[config.mk]
export PLATFORM = sky130hd
export DESIGN_NAME = smic_ctrl
export DESIGN_NICKNAME = d
export VERILOG_FILES = /design/src/hdl/smic_pkg.sv /design/src/hdl/smic_ctrl.sv /design/src/hdl/smic_prio_pick.sv /design/src/hdl/smic_sync2.sv
export SDC_FILE = /design/constraint.sdc
export NUM_CORES = 1
export LEC_CHECK = 0
export BUFFER_PORTS_ARGS = -buffer_cell sky130_fd_sc_hd__clkbuf_2
export CORE_UTILIZATION = 55
export CTS_CLUSTER_DIAMETER = 50
export DETAILED_ROUTE_END_ITERATION = 8
export PLACE_DENSITY_LB_ADDON = 0.3
export SETUP_SLACK_MARGIN = 0.3
export SYNTH_ARGS = -nofsm -noshare
export SYNTH_HDL_FRONTEND = slang
export SYNTH_SLANG_ARGS = --single-unit
[constraint.sdc]
create_clock -name i_sys_clk -period 17.5 [get_ports i_sys_clk]
set_clock_uncertainty 0.2 [all_clocks]
set_input_delay 3.5 -clock i_sys_clk [delete_from_list [all_inputs] [get_ports i_sys_clk]]
set_output_delay 3.5 -clock i_sys_clk [all_outputs]
set_load 0.005 [all_outputs]
[src/hdl/smic_pkg.sv]
package smic_pkg;
  // Internal sources in index order: timer0, dma0, dma1, timer1, timer2
  localparam int unsigned NSRC = 5;
  localparam int unsigned LVL_W = 3;

  // Peripheral control block offsets
  localparam logic [7:0] OFS_VECTOR = 8'h20;
  localparam logic [7:0] OFS_EOI = 8'h22;
  localparam logic [7:0] OFS_MASK = 8'h28;
  localparam logic [7:0] OFS_THRESH = 8'h2A;
  localparam logic [7:0] OFS_INSERV = 8'h2C;
  localparam logic [7:0] OFS_REQUEST = 8'h2E;
  localparam logic [7:0] OFS_STATUS = 8'h30;
  localparam logic [7:0] OFS_CTL_T0 = 8'h32;
  localparam logic [7:0] OFS_CTL_D0 = 8'h34;
  localparam logic [7:0] OFS_CTL_D1 = 8'h36;
  localparam logic [7:0] OFS_CTL_T1 = 8'h38;
  localparam logic [7:0] OFS_CTL_T2 = 8'h3A;
  localparam logic [7:0] OFS_RELOC = 8'hFE;

  // Field layout
  localparam int unsigned CTL_MSK_BIT = 3;
  localparam int unsigned VBASE_LSB = 3;
  localparam int unsigned RELOC_SLAVE_BIT = 14;
  localparam int unsigned STAT_T0_BIT = 0;
  localparam int unsigned STAT_T1_BIT = 1;
  localparam int unsigned STAT_T2_BIT = 2;

  // Reset values
  localparam logic [2:0] LEVEL_LOWEST = 3'h7;
  localparam logic [4:0] MASK_ALL = 5'h1F;
  localparam logic [4:0] VBASE_RESET = 5'h00;

  // Source groups by index
  localparam logic [4:0] SRC_DMA = 5'h06;
  localparam logic [4:0] SRC_TIMER = 5'h19;
  localparam int unsigned IDX_T0 = 0;
  localparam int unsigned IDX_D0 = 1;
  localparam int unsigned IDX_D1 = 2;
  localparam int unsigned IDX_T1 = 3;
  localparam int unsigned IDX_T2 = 4;

  typedef logic [LVL_W-1:0] smic_lvl_t;

  // Source index to bit of the in-service, request and mask words
  function automatic logic [15:0] smic_to_flags(input logic [4:0] s);
    smic_to_flags = {10'h000, s[IDX_T2], s[IDX_T1], s[IDX_D1], s[IDX_D0], 1'b0, s[IDX_T0]};
  endfunction

  function automatic logic [4:0] smic_from_flags(input logic [15:0] f);
    smic_from_flags = {f[5], f[4], f[3], f[2], f[0]};
  endfunction

  // Control word offset decode, one hot by source index
  function automatic logic [4:0] smic_ctl_hit(input logic [7:0] a);
    smic_ctl_hit = {a == OFS_CTL_T2, a == OFS_CTL_T1, a == OFS_CTL_D1, a == OFS_CTL_D0, a == OFS_CTL_T0};
  endfunction
endpackage

[src/hdl/smic_ctrl.sv]
module smic_ctrl (
  // Clock and reset
  input wire logic i_sys_clk,
  input wire logic i_rst_n,
  // Peripheral control block access
  input wire logic [7:0] i_reg_addr,
  input wire logic i_reg_wr,
  input wire logic i_reg_rd,
  input wire logic [15:0] i_reg_wdata,
  output logic [15:0] o_reg_rdata,
  // Internal interrupt sources, levels on this clock
  input wire logic [2:0] i_timer_req,
  input wire logic [1:0] i_dma_req,
  // CPU interrupt acknowledge and vector
  input wire logic i_cpu_ack,
  output logic [7:0] o_vector,
  output logic o_vector_valid,
  output logic o_cpu_int,
  output logic o_slave_mode,
  // External pins
  input wire logic i_cpu_irq_input,
  input wire logic i_slave_select_input,
  output logic o_acknowledge_output,
  output logic o_slave_request_output
);
  import smic_pkg::*;

  // Register state
  logic [4:0] vbase_q;
  logic [4:0] mask_q;
  logic [4:0] mask_d;
  logic [4:0] pend_q;
  logic [4:0] pend_d;
  logic [4:0] isv_q;
  logic [4:0] isv_d;
  logic [4:0] req_prev_q;
  smic_lvl_t thr_q;
  smic_lvl_t prio_q [NSRC];
  logic slave_q;

  // Synchronised pins
  logic [1:0] pins_s;
  logic irq_pin_s;
  logic sel_pin_s;

  smic_sync2 #(
    .W(2)
  ) u_pin_sync (
    .i_sys_clk(i_sys_clk),
    .i_rst_n(i_rst_n),
    .i_async({i_slave_select_input, i_cpu_irq_input}),
    .o_sync(pins_s)
  );
  assign irq_pin_s = pins_s[0];
  assign sel_pin_s = pins_s[1];

  // Address decode
  wire wr_vec = i_reg_wr && (i_reg_addr == OFS_VECTOR);
  wire wr_eoi = i_reg_wr && (i_reg_addr == OFS_EOI);
  wire wr_mask = i_reg_wr && (i_reg_addr == OFS_MASK);
  wire wr_thr = i_reg_wr && (i_reg_addr == OFS_THRESH);
  wire wr_isv = i_reg_wr && (i_reg_addr == OFS_INSERV);
  wire wr_req = i_reg_wr && (i_reg_addr == OFS_REQUEST);
  wire wr_stat = i_reg_wr && (i_reg_addr == OFS_STATUS);
  wire wr_reloc = i_reg_wr && (i_reg_addr == OFS_RELOC);
  wire [4:0] ctl_hit = smic_ctl_hit(i_reg_addr);
  wire [4:0] wr_ctl = ctl_hit & {NSRC{i_reg_wr}};

  // Source request edges; sources are edge sensed after reset
  wire [4:0] src_lvl = {i_timer_req[2], i_timer_req[1], i_dma_req[1], i_dma_req[0], i_timer_req[0]};
  wire [4:0] src_edge = src_lvl & ~req_prev_q;

  // Priority resolution
  wire [NSRC*LVL_W-1:0] lvl_flat;
  wire [4:0] elig;
  wire is_any;
  wire [2:0] is_lvl;
  wire [2:0] is_idx;
  wire win_any;
  wire [2:0] win_lvl;
  wire [2:0] win_idx;
  wire [4:0] eoi_hit;
  wire [4:0] win_oh;

  for (genvar k = 0; k < NSRC; k++) begin : g_src
    assign lvl_flat[k*LVL_W +: LVL_W] = prio_q[k];
    assign elig[k] = pend_q[k] && !mask_q[k]
                     && (prio_q[k] <= thr_q)
                     && (!is_any || prio_q[k] <= is_lvl);
    assign eoi_hit[k] = wr_eoi && (prio_q[k] == i_reg_wdata[LVL_W-1:0]);
    assign win_oh[k] = win_idx == 3'(k);
  end

  smic_prio_pick u_isv_pick (
    .i_valid(isv_q),
    .i_level(lvl_flat),
    .o_any(is_any),
    .o_level(is_lvl),
    .o_index(is_idx)
  );

  smic_prio_pick u_req_pick (
    .i_valid(elig),
    .i_level(lvl_flat),
    .o_any(win_any),
    .o_level(win_lvl),
    .o_index(win_idx)
  );

  // Acknowledge is only claimed when the master has selected this slave
  wire ack_take = i_cpu_ack && slave_q && sel_pin_s && win_any;
  wire [4:0] ack_oh = win_oh & {NSRC{ack_take}};

  // Pending requests: source set beats acknowledge clear
  always_comb begin
    pend_d = pend_q & ~ack_oh;
    if (wr_req) begin
      pend_d = (pend_d & ~SRC_DMA) | (smic_from_flags(i_reg_wdata) & SRC_DMA);
    end
    if (wr_stat) begin
      pend_d[IDX_T0] = pend_d[IDX_T0] | i_reg_wdata[STAT_T0_BIT];
      pend_d[IDX_T1] = pend_d[IDX_T1] | i_reg_wdata[STAT_T1_BIT];
      pend_d[IDX_T2] = pend_d[IDX_T2] | i_reg_wdata[STAT_T2_BIT];
    end
    pend_d = pend_d | src_edge;
  end

  // In-service: acknowledge set beats end-of-interrupt clear
  always_comb begin
    isv_d = isv_q;
    if (wr_isv) begin
      isv_d = smic_from_flags(i_reg_wdata);
    end
    isv_d = (isv_d & ~eoi_hit) | ack_oh;
  end

  // One shared mask bit per source, reachable from two addresses
  always_comb begin
    mask_d = mask_q;
    if (wr_mask) begin
      mask_d = smic_from_flags(i_reg_wdata);
    end
    for (int k = 0; k < NSRC; k++) begin
      if (wr_ctl[k]) begin
        mask_d[k] = i_reg_wdata[CTL_MSK_BIT];
      end
    end
  end

  always_ff @(posedge i_sys_clk or negedge i_rst_n) begin
    if (!i_rst_n) begin
      pend_q <= '0;
      isv_q <= '0;
      mask_q <= MASK_ALL;
      req_prev_q <= '0;
    end else begin
      pend_q <= pend_d;
      isv_q <= isv_d;
      mask_q <= mask_d;
      req_prev_q <= src_lvl;
    end
  end

  for (genvar k = 0; k < NSRC; k++) begin : g_prio
    always_ff @(posedge i_sys_clk or negedge i_rst_n) begin
      if (!i_rst_n) begin
        prio_q[k] <= LEVEL_LOWEST;
      end else if (wr_ctl[k]) begin
        prio_q[k] <= i_reg_wdata[LVL_W-1:0];
      end
    end
  end

  // Configuration; vector base, priority threshold and slave mode bit
  always_ff @(posedge i_sys_clk or negedge i_rst_n) begin
    if (!i_rst_n) begin
      vbase_q <= VBASE_RESET;
      thr_q <= LEVEL_LOWEST;
      slave_q <= 1'b0;
    end else begin
      if (wr_vec) begin
        vbase_q <= i_reg_wdata[VBASE_LSB +: $bits(vbase_q)];
      end
      if (wr_thr) begin
        thr_q <= i_reg_wdata[LVL_W-1:0];
      end
      if (wr_reloc) begin
        slave_q <= i_reg_wdata[RELOC_SLAVE_BIT];
      end
    end
  end

  // Read mux; the end-of-interrupt address reads as zero
  wire [15:0] ctl_word [NSRC];
  logic [15:0] rd_word;
  for (genvar k = 0; k < NSRC; k++) begin : g_ctlrd
    assign ctl_word[k] = {12'h000, mask_q[k], prio_q[k]};
  end

  always_comb begin
    rd_word = 16'h0000;
    case (i_reg_addr)
      OFS_VECTOR: rd_word = {8'h00, vbase_q, 3'h0};
      OFS_MASK: rd_word = smic_to_flags(mask_q);
      OFS_THRESH: rd_word = {13'h0000, thr_q};
      OFS_INSERV: rd_word = smic_to_flags(isv_q);
      OFS_REQUEST: rd_word = smic_to_flags(pend_q);
      OFS_STATUS: rd_word = {13'h0000, pend_q[IDX_T2], pend_q[IDX_T1], pend_q[IDX_T0]};
      OFS_RELOC: rd_word = 16'(slave_q) << RELOC_SLAVE_BIT;
      OFS_CTL_T0: rd_word = ctl_word[IDX_T0];
      OFS_CTL_D0: rd_word = ctl_word[IDX_D0];
      OFS_CTL_D1: rd_word = ctl_word[IDX_D1];
      OFS_CTL_T1: rd_word = ctl_word[IDX_T1];
      OFS_CTL_T2: rd_word = ctl_word[IDX_T2];
      default: rd_word = 16'h0000;
    endcase
  end

  // Outputs, all registered
  always_ff @(posedge i_sys_clk or negedge i_rst_n) begin
    if (!i_rst_n) begin
      o_reg_rdata <= 16'h0000;
      o_vector <= 8'h00;
      o_vector_valid <= 1'b0;
      o_cpu_int <= 1'b0;
      o_slave_mode <= 1'b0;
      o_acknowledge_output <= 1'b0;
      o_slave_request_output <= 1'b0;
    end else begin
      if (i_reg_rd) begin
        o_reg_rdata <= rd_word;
      end
      o_vector_valid <= ack_take;
      if (ack_take) begin
        o_vector <= {vbase_q, win_lvl};
      end
      o_cpu_int <= slave_q && irq_pin_s;
      o_slave_mode <= slave_q;
      o_acknowledge_output <= slave_q && i_cpu_ack;
      o_slave_request_output <= slave_q && win_any && !ack_take;
    end
  end

  // Plain signals for the sampled-value functions below
  wire [4:0] open_req = pend_q & ~mask_q;
  wire wdata_msk = i_reg_wdata[CTL_MSK_BIT];
endmodule

[src/hdl/smic_prio_pick.sv]
module smic_prio_pick (
  // Candidates and their levels, source index order
  input wire logic [smic_pkg::NSRC-1:0] i_valid,
  input wire logic [smic_pkg::NSRC*smic_pkg::LVL_W-1:0] i_level,
  // Winner: lowest level number, lowest index on a tie
  output logic o_any,
  output logic [smic_pkg::LVL_W-1:0] o_level,
  output logic [2:0] o_index
);
  import smic_pkg::*;

  always_comb begin
    o_any = 1'b0;
    o_level = LEVEL_LOWEST;
    o_index = 3'h0;
    for (int i = 0; i < NSRC; i++) begin
      if (i_valid[i] && (!o_any || i_level[i*LVL_W +: LVL_W] < o_level)) begin
        o_any = 1'b1;
        o_level = i_level[i*LVL_W +: LVL_W];
        o_index = 3'(i);
      end
    end
  end
endmodule

[src/hdl/smic_sync2.sv]
module smic_sync2 #(
  parameter int unsigned W = 1
) (
  // Clock and reset
  input wire logic i_sys_clk,
  input wire logic i_rst_n,
  // Asynchronous level in, synchronised level out
  input wire logic [W-1:0] i_async,
  output logic [W-1:0] o_sync
);
  logic [W-1:0] meta_q;

  always_ff @(posedge i_sys_clk or negedge i_rst_n) begin
    if (!i_rst_n) begin
      meta_q <= '0;
      o_sync <= '0;
    end else begin
      meta_q <= i_async;
      o_sync <= meta_q;
    end
  end
endmodule

==> metrics.txt <==
largest net degree at the start of global routing=44; Detailed Route Iter0 Violations=between 300 and 400; combinational family with the most area after synthesis=compound AO/OA/AOI/OAI gates; Cell Pwr Density=around 120 mW/mm2; max_slew headroom=about half; RSZ-0062 raised after global routing=no; GR peak layer=met2; Slowest-stage cell, CP=dfstp_2; Worst Path Class, Setup=flop to flop; vias=~4300; clock tree root driver cell=clkbuf_8; top cells by area, synth=dfrtp_1, dfstp_2, ha_1; post-cts resize count=0; Vias/cell=between 6 and 7; worst skew pair latency=around 0.35 ns; Final Hold Viols=0; Initial Utilization=57.2%; Pleak=2.56 nW; crit share post-route=between 60 and 70%; gr ovfl total=0; final setup vio count=0; total die area=about 0.0095 mm2; Residual DRC=0; CP required=17.51 ns; Top Family by Delay on Critical Path=compound AO/OA/AOI/OAI gates; Row Count=34; Wirelength per Cell=19.0 um; Total Negative Setup Slacks=0 ns; ant diodes=0; Compound-Gate Fraction of Synth Area=a little under a fifth; hold_buf cts=0; non-filler cells, final=692; total track usage=between 20% and 30%; crit-path most repeated cell=ha_1; status=completed; CTS tree=built; clock sinks=70; vias in the first global route=around 4400; Die W=just under 100 um; share of cells above drive strength 1=24.0%; # Post-CTS Setup Buffers=0; Max Cap Viol=0; Hold Worst Slack=0.154 ns; CP Launch Type=flop; placed insts=around 680; Synth top cells by count=dfrtp_1, ha_1, nor2_1; mean post-synth cell area=around 9.3 um2; Post-DRT Antenna Nets=0; Post-DP Area=0.00530 mm2; slowest stage delay, CP=between 0.6 and 0.7 ns; grt met1 use=a little under two fifths; Worst VDD drop=between 60 and 70 uV; Post-synth EDFFs=0; synth warn=0; met2 Use GR=around 48%; top_reg_cell synth=dfrtp_1; Tmin final=roughly 12 ns; final net count=between 600 and 700; Slew Viols, Final=0; core area=between 0.008 and 0.009 mm2; worst path buffer plus inverter count=4; CTS clk-pin slew, worst paths=around 0.07 ns; area grow syn2layout=9.79%; achievable frequency=0.0828 GHz; Worst Hold Class=flop to flop; drt first pass iters=5; global-route wire length before repair=21700 um; Num CTS Buffers=9; GRT met3 Usage=4.75%; mux contribution to synthesized area=between 10 and 15%; post-synthesis register bit count=70; routed wire length=13100 um; Final GP Congestion=between 0.9 and 1; XOR/XNOR Fraction of Synth Area=roughly 2.4%; top cell type's share of synthesized area=23.5%; Adder-Cell Fraction of Synth Area=a little over a tenth; Filler cells=between 700 and 800; crit path max fanout=8; fin util=a little over three fifths; number of antenna violations at the first check in global routing=0; number of port buffers=50; Die Ht=a little under 100 um; largest area contributor in the netlist=dfrtp_1; Crit. End Element=flop; Tightest Pin Transition=0.731 ns; CTS H-Tree Depth=3; I/O Pins=65; Detailed Place HPWL=9960 um; Seq/Total Area, Yosys=a little over a third; post-route design area=0.00550 mm2; simple-gate share of the synthesized area=~16%; Post-Synthesis Cells=~540; Async S/R FF share, synth=between 90% and 100%; Cell variety after synth=64; Arr. time, crit path=12.09 ns; Longest Clk Path Bufs=2; Syn Std Cell Area=0.00501 mm2; top-count cell post-synth=dfrtp_1
## cell type report
class / instances / area, um2 / area share, %
Sequential cell: 70 / 1780 / 32.4
Multi-Input combinational cell: 410 / 2990 / 54.3
Clock inverter: 6 / 71.3 / 1.30
Tap cell: 108 / 135 / 2.46
Inverter: 36 / 135 / 2.46
Timing Repair Buffer: 52 / 265 / 4.82
Clock buffer: 10 / 128 / 2.32
## per-stage QoR
step,worst slack [ns],power [mW]
CTS,5.48,0.683
global route,4.43,0.740
detailed placement,5.56,0.552
finish,5.42,0.683
global placement,5.84,0.530
floorplan,6.99,0.461
## report_power, final
group / internal, mW / switching [mW] / total, mW
Clock: 0.0668 / 0.0628 / 0.130
Combinational: 0.152 / 0.202 / 0.355
Sequential: 0.177 / 0.0215 / 0.198
Total: 0.396 / 0.287 / 0.683
## worst paths after layout
check / end / cells past startpoint / slack, ns / start
max: pend_q[1] / 51 / 5.42 / ctl_word[65]
min: u_pin_sync.o_sync[1] / 0 / 0.15 / u_pin_sync.meta_q[1]
max reg2reg: pend_q[1] / 51 / 5.42 / ctl_word[65]
min reg2reg: u_pin_sync.o_sync[1] / 0 / 0.15 / u_pin_sync.meta_q[1]
max in group asynchronous: thr_q[0] / 2 / 13.15 / i_rst_n
min in group asynchronous: o_reg_rdata[5] / 1 / 2.96 / i_rst_n
## flip-flops by register name, summed over array words and instances (netlist names), 3 cells and up
signal       cells
ctl_word        15
isv_q            5
mask_q           5
o_reg_rdata      9
o_vector         8
pend_q           5
req_prev_q       5
thr_q            3
vbase_q          5
## cell families (layout without fill, tap and decap cells)
logic type	after synthesis	in the layout
mux	51	51
flops	70	70
buf+inv	63	104
compound gates	139	139
simple gates	156	156
xor+xnor	14	14
fa+ha+maj	43	43
other cells	1	7
## layer usage
layer  routed length (um)  share of wire, %
met5                    0                 0
met4                  412               3.1
met3                  670               5.1
met2                 6370                49
met1                 5670                43
## cells in the final DEF, fill, tap and decap left out, drive strengths merged, types with 9 or more instances in the layout
master | synthesis | final
dfrtp | 47 | 47
xor2 | 14 | 14
a31oi | 11 | 11
inv | 36 | 37
a21oi | 27 | 27
nor2b | 13 | 13
mux2i | 17 | 17
nor2 | 36 | 36
ha | 42 | 42
dfstp | 23 | 23
nor3 | 14 | 14
a211oi | 9 | 9
clkbuf | 12 | 59
nand2b | 13 | 13
nor4 | 9 | 9
nand2 | 35 | 35
o21ai | 30 | 30
nand3 | 13 | 13
mux2 | 34 | 34
Note: power is estimated with default switching activity, not from simulation.
